$ cat src/common/clk_rst_pkg.sv
// constants and types for clock selection, start-up reset and clock gating
package clk_rst_pkg;

  // ****************************************
  // register map
  // ****************************************
  localparam logic [3:0] ADDR_SLEEP  = 4'h0;
  localparam logic [3:0] ADDR_STATUS = 4'h4;
  localparam logic [3:0] ADDR_FUSES  = 4'h8;

  // status fields
  localparam int STAT_RESET_BIT    = 0;
  localparam int STAT_SLEEP_BIT    = 1;
  localparam int STAT_WAKE_BIT     = 2;
  localparam int STAT_RESERVED_BIT = 3;
  localparam int STAT_SRC_LSB      = 4;

  // fuse readback fields
  localparam int FUSE_CLOCK_SOURCE_SELECT_FUSES_LSB = 0;
  localparam int FUSE_SUT_LSB   = 4;
  localparam int FUSE_DIV_BIT   = 6;

  // ****************************************
  // fuse codes and shipped defaults
  // ****************************************
  localparam logic [3:0] CLOCK_SOURCE_SELECT_FUSES_RESERVED = 4'h1;
  localparam logic [3:0] CLOCK_SOURCE_SELECT_FUSES_DEFAULT  = 4'h2;
  localparam logic [1:0] SUT_DEFAULT    = 2'h2;
  localparam logic       DIV8_DEFAULT   = 1'b0;
  localparam logic       FUSE_PROGRAMMED = 1'b0;

  // ****************************************
  // cycle counts
  // ****************************************
  localparam logic [15:0] CNT_ZERO       = 16'h0000;
  localparam logic [15:0] STARTUP_EXT    = 16'h0006;
  localparam logic [15:0] STARTUP_258    = 16'h0102;
  localparam logic [15:0] STARTUP_1K     = 16'h0400;
  localparam logic [15:0] STARTUP_16K    = 16'h4000;
  localparam logic [15:0] STARTUP_32K    = 16'h8000;
  localparam logic [15:0] TIMEOUT_4K     = 16'h1000;
  localparam logic [15:0] TIMEOUT_8K     = 16'h2000;
  localparam logic [2:0]  DIV8_LAST      = 3'h7;

  // ****************************************
  // types
  // ****************************************
  typedef enum logic [2:0] {
    SRC_LP_XTAL, SRC_FS_XTAL, SRC_LF_XTAL, SRC_RC128, SRC_RC_CAL, SRC_EXT
  } source_t;

  typedef enum logic [2:0] {
    SLP_ACTIVE, SLP_IDLE, SLP_ADC_NR, SLP_PWR_DOWN, SLP_PWR_SAVE, SLP_STANDBY
  } sleep_mode_t;

  localparam logic [2:0] SLP_LAST_CODE = 3'h5;

  // source decode of the four select fuses; reserved code falls back to RC
  function automatic source_t decodeSource(input logic [3:0] ck);
    if (ck[3])
      return SRC_LP_XTAL;
    else if (ck[2:1] == 2'h3)
      return SRC_FS_XTAL;
    else if (ck[2:1] == 2'h2)
      return SRC_LF_XTAL;
    else if (ck == 4'h3)
      return SRC_RC128;
    else if (ck == 4'h0)
      return SRC_EXT;
    else
      return SRC_RC_CAL;
  endfunction : decodeSource

endpackage : clk_rst_pkg

$ cat src/design/clock_select_startup_reset.sv
// clock source selection, start-up reset sequencing and clock gating
// Function
// four select fuses choose the clock source
// fuse one is unprogrammed, zero programmed
// default RC 8 MHz divided by eight
// extra supply time-out after reset sources release
// time-out counted in watchdog oscillator cycles
// time-out lengths zero, 4096 or 8192
// time-out never senses supply level
// brown-out enable holds reset until supply good
// ripple count of oscillator cycles releases reset
// start-up count six to 32K by type
// reset start applies time-out then start-up
// deep-sleep wake applies only start-up count
// gate unused clocks by sleep mode
// core clock stops all core operation
// peripheral clock drives timers, serial, interrupts
// program memory clock follows core clock
// async timer clocked separately, runs in sleep (code stops it in power-down and standby sleep and during internal reset)
// converter clock runs in noise reduction
// low-power crystal range from upper bits
// fuses sampled only during reset
`timescale 1ns/1ps
module clock_select_startup_reset
  import clk_rst_pkg::*;
#(
  parameter logic [15:0] TIMEOUT_LONG = clk_rst_pkg::TIMEOUT_8K,
  parameter logic [15:0] START_16K    = clk_rst_pkg::STARTUP_16K,
  parameter logic [15:0] START_32K    = clk_rst_pkg::STARTUP_32K
) (
  // clock and reset
  input  wire logic                 core_clk,
  input  wire logic                 rst,
  // register port
  input  wire logic [3:0]           regAddr,
  input  wire logic [7:0]           regWrData,
  input  wire logic                 regWrite,
  input  wire logic                 regRead,
  output logic      [7:0]           regRdData,
  // fuses and reset sources
  input  wire logic [3:0]           clockSourceSelectFuses,
  input  wire logic [1:0]           startupTimeFuses,
  input  wire logic                 divideByEightFuse,
  input  wire logic                 brownoutDetectorEnable,
  input  wire logic                 supplyOk,
  input  wire logic                 extResetReq,
  input  wire logic                 wakeEvent,
  // oscillator levels
  input  wire logic                 lpXtalOsc,
  input  wire logic                 fsXtalOsc,
  input  wire logic                 lfXtalOsc,
  input  wire logic                 rc128Osc,
  input  wire logic                 rcCalOsc,
  input  wire logic                 extClkIn,
  input  wire logic                 watchdogOsc,
  input  wire logic                 asyncTimerOsc,
  // reset and clock enables
  output logic                      internalReset,
  output logic                      coreClockEn,
  output logic                      peripheralClockEn,
  output logic                      programMemoryClockEn,
  output logic                      asyncTimerClockEn,
  output logic                      converterClockEn,
  // selection state
  output clk_rst_pkg::source_t      activeSource,
  output logic      [1:0]           lpCrystalRange
);
  import clk_rst_pkg::*;

  typedef enum logic [2:0] {
    ST_HOLD, ST_TIMEOUT, ST_STABLE, ST_RUN, ST_SLEEP, ST_WAKE
  } state_t;

  state_t      state;
  sleep_mode_t sleepMode;
  logic [18:0] asyncIn;
  logic [18:0] syncA;
  logic [18:0] syncB;
  logic [7:0]  oscPrev;
  logic [7:0]  oscEdge;
  logic [3:0]  ckselLatch;
  logic [1:0]  sutLatch;
  logic        divLatch;
  logic        reservedSeen;
  logic [2:0]  divCnt;
  logic        selEdge;
  logic        sysTick;
  logic        resetReq;
  logic        timeoutDone;
  logic        stableDone;
  logic        wakePrev;
  logic        wakeRise;
  logic        running;
  logic        sleeping;
  logic [15:0] timeoutTarget;
  logic [15:0] stableTarget;

  // ****************************************
  // input synchronisers
  // ****************************************
  assign asyncIn = {clockSourceSelectFuses, startupTimeFuses, divideByEightFuse,
                    brownoutDetectorEnable, supplyOk, extResetReq, wakeEvent,
                    asyncTimerOsc, watchdogOsc, extClkIn, rcCalOsc, rc128Osc,
                    lfXtalOsc, fsXtalOsc, lpXtalOsc};

  // no reset here: fuse pins must already sit in the
  // second stage when reset releases, for the fuse latch
  always_ff @(posedge core_clk) begin
    syncA <= asyncIn;
    syncB <= syncA;
  end

  always_ff @(posedge core_clk) begin
    if (rst) begin
      oscPrev  <= '0;
      wakePrev <= 1'b0;
    end else begin
      oscPrev  <= syncB[7:0];
      wakePrev <= syncB[8];
    end
  end

  assign oscEdge  = syncB[7:0] & ~oscPrev;
  assign wakeRise = syncB[8] & ~wakePrev;
  assign resetReq = rst || syncB[9] || (syncB[11] && !syncB[10]);

  // ****************************************
  // fuse latch
  // ****************************************
  // fuses follow the pins only while held in reset
  always_ff @(posedge core_clk) begin
    if (rst) begin
      ckselLatch <= CLOCK_SOURCE_SELECT_FUSES_DEFAULT;
      sutLatch   <= SUT_DEFAULT;
      divLatch   <= DIV8_DEFAULT;
    end else if (state == ST_HOLD) begin
      ckselLatch <= syncB[18:15];
      sutLatch   <= syncB[14:13];
      divLatch   <= syncB[12];
    end
  end

  always_ff @(posedge core_clk) begin
    if (rst) begin
      activeSource   <= SRC_RC_CAL;
      lpCrystalRange <= 2'h0;
      reservedSeen   <= 1'b0;
    end else begin
      activeSource   <= decodeSource(ckselLatch);
      lpCrystalRange <= ckselLatch[3] ? ckselLatch[2:1] : 2'h0;
      reservedSeen   <= (ckselLatch == CLOCK_SOURCE_SELECT_FUSES_RESERVED);
    end
  end

  // ****************************************
  // count selection
  // ****************************************
  function automatic logic [15:0] supplyTimeout(input source_t s, input logic [3:0] ck,
                                                 input logic [1:0] startup_time_fuses);
    logic [2:0] key;
    key = {ck[0], startup_time_fuses};
    if (s == SRC_LP_XTAL || s == SRC_FS_XTAL) begin
      unique case (key)
        3'h2, 3'h5: return CNT_ZERO;
        3'h1, 3'h4, 3'h7: return TIMEOUT_LONG;
        default: return TIMEOUT_4K;
      endcase
    end else begin
      unique case (startup_time_fuses)
        2'h0: return CNT_ZERO;
        2'h1: return TIMEOUT_4K;
        default: return TIMEOUT_LONG;
      endcase
    end
  endfunction : supplyTimeout

  function automatic logic [15:0] startupCount(input source_t s, input logic [3:0] ck,
                                                input logic [1:0] startup_time_fuses);
    logic [2:0] key;
    key = {ck[0], startup_time_fuses};
    if (s == SRC_LP_XTAL || s == SRC_FS_XTAL) begin
      unique case (key)
        3'h0, 3'h1: return STARTUP_258;
        3'h2, 3'h3, 3'h4: return STARTUP_1K;
        default: return START_16K;
      endcase
    end else if (s == SRC_LF_XTAL) begin
      return START_32K;
    end else begin
      return STARTUP_EXT;
    end
  endfunction : startupCount

  // decoded from the latch itself: activeSource lags it by a cycle
  assign timeoutTarget = supplyTimeout(decodeSource(ckselLatch), ckselLatch, sutLatch);
  assign stableTarget  = startupCount(decodeSource(ckselLatch), ckselLatch, sutLatch);

  // ****************************************
  // start-up counters
  // ****************************************
  startup_counter #(
    .WIDTH (16)
  ) timeoutCounter (
    .core_clk (core_clk),
    .rst      (rst),
    .run      (state == ST_TIMEOUT),
    .tick     (oscEdge[6]),
    .target   (timeoutTarget),
    .done     (timeoutDone)
  );

  startup_counter #(
    .WIDTH (16)
  ) stableCounter (
    .core_clk (core_clk),
    .rst      (rst),
    .run      (state == ST_STABLE || state == ST_WAKE),
    .tick     (selEdge),
    .target   (stableTarget),
    .done     (stableDone)
  );

  // ****************************************
  // sequencer
  // ****************************************
  always_ff @(posedge core_clk) begin
    if (resetReq) begin
      state <= ST_HOLD;
    end else begin
      unique case (state)
        ST_HOLD: state <= ST_TIMEOUT;
        ST_TIMEOUT: if (timeoutDone) state <= ST_STABLE;
        ST_STABLE: if (stableDone) state <= ST_RUN;
        ST_RUN: if (sleepMode != SLP_ACTIVE) state <= ST_SLEEP;
        ST_SLEEP: begin
          if (wakeRise) begin
            if (sleepMode == SLP_PWR_DOWN || sleepMode == SLP_PWR_SAVE)
              state <= ST_WAKE;
            else
              state <= ST_RUN;
          end
        end
        ST_WAKE: if (stableDone) state <= ST_RUN;
      endcase
    end
  end

  // ****************************************
  // register port
  // ****************************************
  always_ff @(posedge core_clk) begin
    if (rst) begin
      sleepMode <= SLP_ACTIVE;
    end else if (internalReset || (state == ST_SLEEP && wakeRise)) begin
      sleepMode <= SLP_ACTIVE;
    end else if (regWrite && regAddr == ADDR_SLEEP && state == ST_RUN
                 && regWrData[2:0] <= SLP_LAST_CODE) begin
      sleepMode <= sleep_mode_t'(regWrData[2:0]);
    end
  end

  always_ff @(posedge core_clk) begin
    if (rst || !regRead) begin
      regRdData <= 8'h00;
    end else begin
      unique case (regAddr)
        ADDR_SLEEP: regRdData <= {5'h00, sleepMode};
        ADDR_STATUS: begin
          regRdData                     <= 8'h00;
          regRdData[STAT_RESET_BIT]     <= internalReset;
          regRdData[STAT_SLEEP_BIT]     <= sleeping;
          regRdData[STAT_WAKE_BIT]      <= (state == ST_WAKE);
          regRdData[STAT_RESERVED_BIT]  <= reservedSeen;
          regRdData[STAT_SRC_LSB +: 3]  <= activeSource;
        end
        ADDR_FUSES: begin
          regRdData                     <= 8'h00;
          regRdData[FUSE_CLOCK_SOURCE_SELECT_FUSES_LSB +: 4] <= ckselLatch;
          regRdData[FUSE_SUT_LSB +: 2]   <= sutLatch;
          regRdData[FUSE_DIV_BIT]        <= divLatch;
        end
        default: regRdData <= 8'h00;
      endcase
    end
  end

  // ****************************************
  // system clock divider
  // ****************************************
  assign selEdge = oscEdge[activeSource];

  always_ff @(posedge core_clk) begin
    if (rst || internalReset)
      divCnt <= 3'h0;
    else if (selEdge)
      divCnt <= divCnt + 1'b1;
  end

  // a stored zero means programmed: divide by eight
  assign sysTick = selEdge && (divLatch != FUSE_PROGRAMMED || divCnt == DIV8_LAST);

  // ****************************************
  // clock gating
  // ****************************************
  assign internalReset = (state == ST_HOLD || state == ST_TIMEOUT
                          || state == ST_STABLE);
  assign running  = (state == ST_RUN);
  assign sleeping = (state == ST_SLEEP);

  assign coreClockEn          = sysTick && running;
  assign programMemoryClockEn = coreClockEn;
  assign peripheralClockEn    = sysTick && (running || (sleeping && sleepMode == SLP_IDLE));
  assign converterClockEn     = sysTick && (running || (sleeping
                                && (sleepMode == SLP_IDLE || sleepMode == SLP_ADC_NR)));
  assign asyncTimerClockEn    = oscEdge[7] && !internalReset && !(sleeping
                                && (sleepMode == SLP_PWR_DOWN || sleepMode == SLP_STANDBY));
endmodule : clock_select_startup_reset

$ cat src/design/startup_counter.sv
// cycle counter for supply time-out and oscillator start-up
`timescale 1ns/1ps
module startup_counter #(
  parameter int WIDTH = 16
) (
  // clock and reset
  input  wire logic             core_clk,
  input  wire logic             rst,
  // control
  input  wire logic             run,
  input  wire logic             tick,
  input  wire logic [WIDTH-1:0] target,
  // result
  output logic                  done
);

  logic [WIDTH-1:0] count;

  // ****************************************
  // counting
  // ****************************************
  // cleared whenever not running; counts only ticks, no level sensing
  always_ff @(posedge core_clk) begin
    if (rst || !run)
      count <= '0;
    else if (tick && count != target)
      count <= count + 1'b1;
  end

  assign done = run && (count == target);

endmodule : startup_counter

$ cat config.mk
export PLATFORM = sky130hd
export DESIGN_NAME = clock_select_startup_reset
export DESIGN_NICKNAME = d
export VERILOG_FILES = /design/src/common/clk_rst_pkg.sv /design/src/design/clock_select_startup_reset.sv /design/src/design/startup_counter.sv
export SDC_FILE = /design/constraint.sdc
export NUM_CORES = 1
export LEC_CHECK = 0
export BUFFER_PORTS_ARGS = -buffer_cell sky130_fd_sc_hd__buf_2
export CORE_MARGIN = 2
export CORE_UTILIZATION = 41
export DETAILED_ROUTE_END_ITERATION = 10
export GPL_ROUTABILITY_DRIVEN = 0
export PLACE_DENSITY = 0.64
export SYNTH_ARGS = -nofsm -noshare
export SYNTH_HDL_FRONTEND = slang
export SYNTH_SLANG_ARGS = --single-unit
$ cat constraint.sdc
create_clock -name core_clk -period 4.92 [get_ports core_clk]
set_input_delay 0.246 -clock core_clk [delete_from_list [all_inputs] [get_ports core_clk]]
set_output_delay 0.246 -clock core_clk [all_outputs]
set_load 0.05 [all_outputs]
==> impl_metrics.ini, run 1 <==
[outcome]
status = completed

[clock_network]
cts_root_buffer = clkbuf_8
cts_sinks = 108
cts_made_buffers = 9
cts_tree = done
worstSkewPairLatency_ps = 360
htreeDepth = 3
clk_pin_slew_worst_paths_ps = 110
clk_path_buf_depth = 2
cts_resized = 0

[route]
via_per_inst = 5.15
drc = 0
route.met3.wl_um = 289
wirelength_mm = 8.87
routed.top_layer = met4
wl_met2_mm = 4.29
drtIter0Drc = 131
drtPass1Iterations = 4
vias = 3413
wl_per_cell_um = 13.4
m1WireLength_mm = 4.20
drtAntennaViolNets = 0

[yosys]
yosysSeqAreaShare = 0.490
ys.warnings.count = 0
synth_flop_cell = dfxtp_1
syn_area_per_cell_um2 = 9.37
synth-seq-cells = 108
synth_nets = 511
yosys-top-cells-area = dfxtp_1, nor2_1, nand2_1, xnor2_1, a21oi_1
synth_top_area_frac = 0.490
async_flop_share = 0
syn_inst = 471
syn_area_um2 = 4410
synth_edf_count = 0
synth.distinct_cells = 63
post-synth-top-area-cell = dfxtp_1

[floorplan]
core_um2 = 10400
die_h_um = 108
start_util = 0.425
rows = 37
boundaryPins = 54
fp.dieW_um = 108
die_area_um2 = 11600

[pwr]
power_leakage_nw = 2.01
vdd_ir_drop_max_v = 0.000209
p_per_area_nw_per_um2 = 319

[timing]
maxSlewHeadroom = 0.388
slew_viol_final = 0
min_period_ps = 3020
worstMarginPinSlew_ps = 914
hold_violations = 0
min_period_over_period = 0.613
worst_clock_skew_ps = 8.03
finalSetupViolCount = 0
tns_ps = 0
max_freq_mhz = 331
rsz0062_at_grt = false

[worst_setup_path]
arrival_ps = 2770
critPathLaunchType = register
path_max_fanout = 7
crit_path_end_kind = output port
critPathKind = reg2out
required_ps = 4670
critical-path-slowest-cell = mux4_2
worstPathCellList = nand2b_1 -> mux4_2 -> mux2i_2 -> o21ai_0 -> a21oi_1 -> buf_2
cpLargestDelayFamily = multiplexers
cpPeakStageDelay_ps = 550
critPathBufInv = 1

[cells_and_area]
syn2layout_area_growth_pct = 15.7
drive_gt1_frac = 0.152
fillers = 983
final_nets = 562
final_core_util = 0.492
diodes = 0
instances_no_fill = 663

[global_routing]
antenna_found_initial = 0
grt_pass1_vias = 3275
grt_pass1_wl_mm = 15.2
grt_util_all_layers = 0.162
gr-total-overflow = 0
grt_max_degree = 32

[placement]
port_buffers = 47
dp_cells = 628
dp_hpwl_mm = 5.97

[run]
maxCapViolCount = 0

[min_path]
hold_class = in2reg
-- cell usage after synthesis (all sizes together), types with 5 or more instances --
| cell type | instances |
|---|---|
| or3 | 8 |
| xor2 | 5 |
| ha | 5 |
| nor3 | 12 |
| a22oi | 5 |
| nand2 | 41 |
| nor2 | 53 |
| clkbuf | 17 |
| a21oi | 27 |
| nand3 | 12 |
| o21ai | 12 |
| mux2i | 12 |
| buf | 10 |
| nor4 | 8 |
| nand3b | 5 |
| and3 | 12 |
| nor4b | 5 |
| nand2b | 16 |
| nor2b | 13 |
| xnor2 | 16 |
| dfxtp | 108 |
| nand4 | 5 |
| inv | 8 |
-- metal layers --
layer,vias up,GRT usage
li1,1749,-
met1,1592,0.201
met2,64,0.284
met3,8,0.0315
met4,0,0.0476
met5,-,0
-- report_power, final --
part | internal, mW | switching (mW) | leakage [nW] | total [mW]
clock | 0.208 | 0.339 | 0.105 | 0.547
sequential | 0.903 | 0.0277 | 0.890 | 0.931
combinational | 0.0678 | 0.0831 | 1.02 | 0.151
total | 1.18 | 0.450 | 2.01 | 1.63
-- path summary, 6_finish.rpt --
check	from	endpoint	slack, ps	depth (start not counted)
hold / removal	regWrData[2]	sleepMode[2]	140	3
hold reg to reg	syncA[3]	syncB[3]	330	0
setup / recovery	oscPrev[6]	peripheralClockEn	1900	6
setup reg to reg	ckselLatch[2]	timeoutCounter.count[14]	2020	7
-- cells in the final DEF, fill, tap and decap left out, types with 4 or more instances in the layout --
| master | n |
|---|---|
| a21oi_1 | 25 |
| a22oi_1 | 5 |
| a31o_1 | 4 |
| and2_1 | 4 |
| and3_1 | 12 |
| buf_2 | 47 |
| clkbuf_8 | 9 |
| dfxtp_1 | 108 |
| dlygate4sd3_1 | 19 |
| ha_1 | 5 |
| inv_1 | 8 |
| mux2i_1 | 11 |
| nand2_1 | 41 |
| nand2b_1 | 16 |
| nand3_1 | 12 |
| nand3b_1 | 5 |
| nand4_1 | 5 |
| nor2_1 | 53 |
| nor2b_1 | 13 |
| nor3_1 | 11 |
| nor4_1 | 7 |
| nor4b_1 | 5 |
| o21ai_0 | 11 |
| or3_1 | 8 |
| xnor2_1 | 16 |
| xor2_1 | 5 |
-- logic make-up (layout without fill, tap and decap cells) --
logic type | Yosys count | in the layout | synth area share
AOI/OAI and AO/OA | 74 | 74 | 0.119
muxes | 17 | 17 | 0.0459
adders and majority gates | 5 | 5 | 0.0142
xor gates and xnor gates | 21 | 21 | 0.0417
and+or+nand+nor | 210 | 210 | 0.254
other | 1 | 1 | 0.000850
buffers and inverters | 35 | 91 | 0.0343
DFF | 108 | 108 | 0.490
-- registers in the layout, indices dropped and copies added, names as in the netlist, 4 cells and up --
name and cells:
syncA 19, syncB 19, stableCounter.count 16, timeoutCounter.count 16, oscPrev 8, regRdData 7, ckselLatch 4
-- cell type report --
| cell class | instances | area, um2 | area share |
|---|---|---|---|
| multi-input cells | 328 | 2100 | 0.411 |
| inverters | 8 | 30.0 | 0.00588 |
| repair buffers | 67 | 433 | 0.0848 |
| clock inverters | 7 | 86.3 | 0.0169 |
| flip-flops and latches | 108 | 2160 | 0.424 |
| well taps | 136 | 170 | 0.0333 |
| clock buffers | 9 | 124 | 0.0243 |
-- worst register-to-register path: cells and delay by family, from the launching register on --
| kind | cells | cell delay, ps |
|---|---|---|
| compound gates | 4 | 1180 |
| simple gates | 3 | 980 |
| flops | 1 | 640 |
-- what timing repair did --
action | in CTS | in global routing
endpoints found under the hold margin | 19 | 0
endpoints found under the setup margin | 0 | 0
hold buffers | 19 | 0
buffers inserted | 0 | 0
-- stage by stage --
stage,hold WS (ps),power [mW],cell area [um2],setup WS [ps]
2_1_floorplan,274,1.05,4410,1840
3_3_place_gp,310,1.09,4700,2060
3_5_place_dp,313,1.09,4700,2010
4_1_cts,113,1.65,5100,1870
5_1_grt,114,1.70,5100,1740
6_report,139,1.63,5100,1900
(Power assumes the default switching activity.)
==> run 2: changes to the inputs <==
--- a/config.mk
+++ b/config.mk
@@ -5,6 +5,7 @@
 export SDC_FILE = /design/constraint.sdc
 export NUM_CORES = 1
 export LEC_CHECK = 0
+export ABC_AREA = 1
 export BUFFER_PORTS_ARGS = -buffer_cell sky130_fd_sc_hd__buf_2
 export CORE_MARGIN = 2
 export CORE_UTILIZATION = 41
==> constraint.sdc (replaced) <==
create_clock -name core_clk -period 3 [get_ports core_clk]
set_input_delay 0.15 -clock core_clk [delete_from_list [all_inputs] [get_ports core_clk]]
set_output_delay 0.15 -clock core_clk [all_outputs]
set_load 0.05 [all_outputs]
==> impl_metrics.ini, run 2 <==
[cells_and_area]
final_cell_mix = nand2_1, dfxtp_1, nor2_1
diodes = 0
fillers = 1058
mostFrequentLayoutCell = nand2_1
instances_no_fill = 816
syn2layout_area_growth_pct = 16.9
design_area_um2 = 5270
multi_input_area_um2 = 1970
drive_gt1_frac = 0.121
reg.largest.list = syncA: 19 flops, syncB: 19 flops
final_nets = 711
seq_area_um2 = 2160

[floorplan]
rows = 38
core_um2 = 10800
die_area_um2 = 11900
die_h_um = 109
start_util = 0.418
boundaryPins = 54
fp.dieW_um = 109

[route]
drc = 0
vias = 3971
wl_per_cell_um = 11.7
drtAntennaViolNets = 0
drtIter0Drc = 231
via_per_inst = 4.87
wirelength_mm = 9.58
drtPass1Iterations = 4

[pwr]
p_comb_frac = 0.123
total_power_mw = 2.80
vdd_ir_drop_max_v = 0.000400
intPower_mw = 2.00
p_clk_frac = 0.333
power_leakage_nw = 2.19
power.switching_mw = 0.795
swShare = 0.285
seqPwrFrac = 0.544
p_per_area_nw_per_um2 = 530

[placement]
dp_hpwl_mm = 6.97
placed_area_um2 = 4870
dp_cells = 781
port_buffers = 47

[timing]
rsz0062_at_grt = false
min_period_over_period = 0.787
tns_ps = 0
max_freq_mhz = 424
finalSetupViolCount = 0
min_period_ps = 2360
hold_ws_ps = 42.4
worst_clock_skew_ps = 11.9
hold_violations = 0
slew_viol_final = 0

[worst_setup_path]
required_ps = 2850
critPathKind = reg2out
path_max_fanout = 7
r2r_cells = 12
crit_path_end_kind = output port
arrival_ps = 2210
critPathLaunchType = register
r2r_end = timeoutCounter.count[2]
reg2reg_from = ckselLatch[3]
reg2reg_slack_ps = 950

[clock_network]
cts_resized = 0
worstSkewPairLatency_ps = 380
clk_path_buf_depth = 2
cts_tree = done
cts_root_buffer = clkbuf_8
clk_pin_slew_worst_paths_ps = 110
cts_sinks = 108
htreeDepth = 3
cts_made_buffers = 9
postCtsSetupBuffers = 0

[yosys]
yosysMostFrequentCell = nand2_1
synth.distinct_cells = 36
syn_inst = 602
synth-seq-cells = 108
synth_top_area_frac = 0.479
synth_nets = 642
synth_flop_cell = dfxtp_1
synth_edf_count = 0
syn_area_um2 = 4510
syn_area_per_cell_um2 = 7.49
yosysSeqAreaShare = 0.479
ys.warnings.count = 0
async_flop_share = 0
yosys-top-cells-area = dfxtp_1, nand2_1, nor2_1, inv_1, a21oi_1
synth_common_cells = nand2_1, dfxtp_1, nor2_1, inv_1, a21oi_1
post-synth-top-area-cell = dfxtp_1

[global_routing]
grt_max_degree = 21
grt_pass1_vias = 3706
grt_util_all_layers = 0.172
grt_pass1_wl_mm = 16.2
antenna_found_initial = 0
gr-total-overflow = 0

[run]
maxCapViolCount = 0

[min_path]
hold_path_end = sleepMode[0]
min_path_cells = 3
hold_class = in2reg
hold_start = regWrData[0]

[outcome]
status = completed
==> run 2: cell count changes in the layout (fill, tap and decap cells not counted), moves of 11 or more <==
| cell | change |
|---|---|
| nand3_1 | +25 |
| xor2_1 | +11 |
| xnor2_1 | -14 |
| inv_1 | +71 |
| a21oi_1 | +24 |
| nor2_1 | +27 |
| nand2_1 | +74 |
| nand2b_1 | -16 |
| nor2b_1 | -13 |
| mux2i_1 | -11 |
| o21ai_0 | +11 |
==> run 2: repair_timing <==
item                                   CTS  global route
setup endpoints to repair                0             0
endpoints found under the hold margin   19             0
hold buffers                            19             0
==> run 2: logic make-up after synthesis <==
group / after synthesis / synth area share
XOR/XNOR: 18 / 0.0349
buffers and inverters: 95 / 0.0849
AND/OR/NAND/NOR: 280 / 0.271
other: 1 / 0.000831
flip-flops: 108 / 0.479
adder cells (fa/ha/maj): 5 / 0.0139
AO/OA/AOI/OAI: 95 / 0.115
==> run 2: worst max-delay path by stage <==
stage,start,to,slack [ps],depth (start not counted)
finish,activeSource[0],peripheralClockEn,640,8
global route,activeSource[0],coreClockEn,390,8
CTS,activeSource[0],peripheralClockEn,610,8
detailed placement,ckselLatch[2],timeoutCounter.count[10],980,12
global placement,activeSource[0],stableCounter.count[10],1030,10
floorplan,activeSource[0],programMemoryClockEn,310,7
==> run 2: layout make-up <==
type / count / area share
sequential: 108 / 0.410
multi-input combinational: 399 / 0.373
timing repair buffer: 67 / 0.0821
inverter: 86 / 0.0612
tap: 140 / 0.0332
clock buffer: 9 / 0.0235
clock inverter: 7 / 0.0171
==> run 2: power groups by stage <==
stage / Combinational [mW] / Clock (mW) / Sequential [mW]
2_1_floorplan: 0.234 / 0 / 1.57
3_3_place_gp: 0.321 / 0 / 1.55
3_5_place_dp: 0.326 / 0 / 1.55
4_1_cts: 0.346 / 0.969 / 1.52
5_1_grt: 0.389 / 1.02 / 1.53
6_report: 0.345 / 0.931 / 1.52
==> run 2: stage by stage <==
stage	worst slack, ps	utilization
final	639	0.489
after global routing	389	0.489
after floorplan	315	-
after global placement	1030	0.451
after CTS	608	0.489
after detailed placement	977	0.451
==> run 2: routing by layer <==
layer	GRT usage	wire (um)	vias to the layer above
met4	0.0668	144	0
met2	0.277	4370	71
met1	0.222	4700	1818
met3	0.0406	363	13
li1	-	-	2069
met5	0	0	-
==> run 2: critical path: stages, from the launching register on <==
cell and delay [ps]:
dfxtp_1 370, inv_1 150, nand2_1 60, o21ai_0 180, nand3_1 100, nand2_1 300
o21ai_0 240, a21oi_1 160, buf_2 280
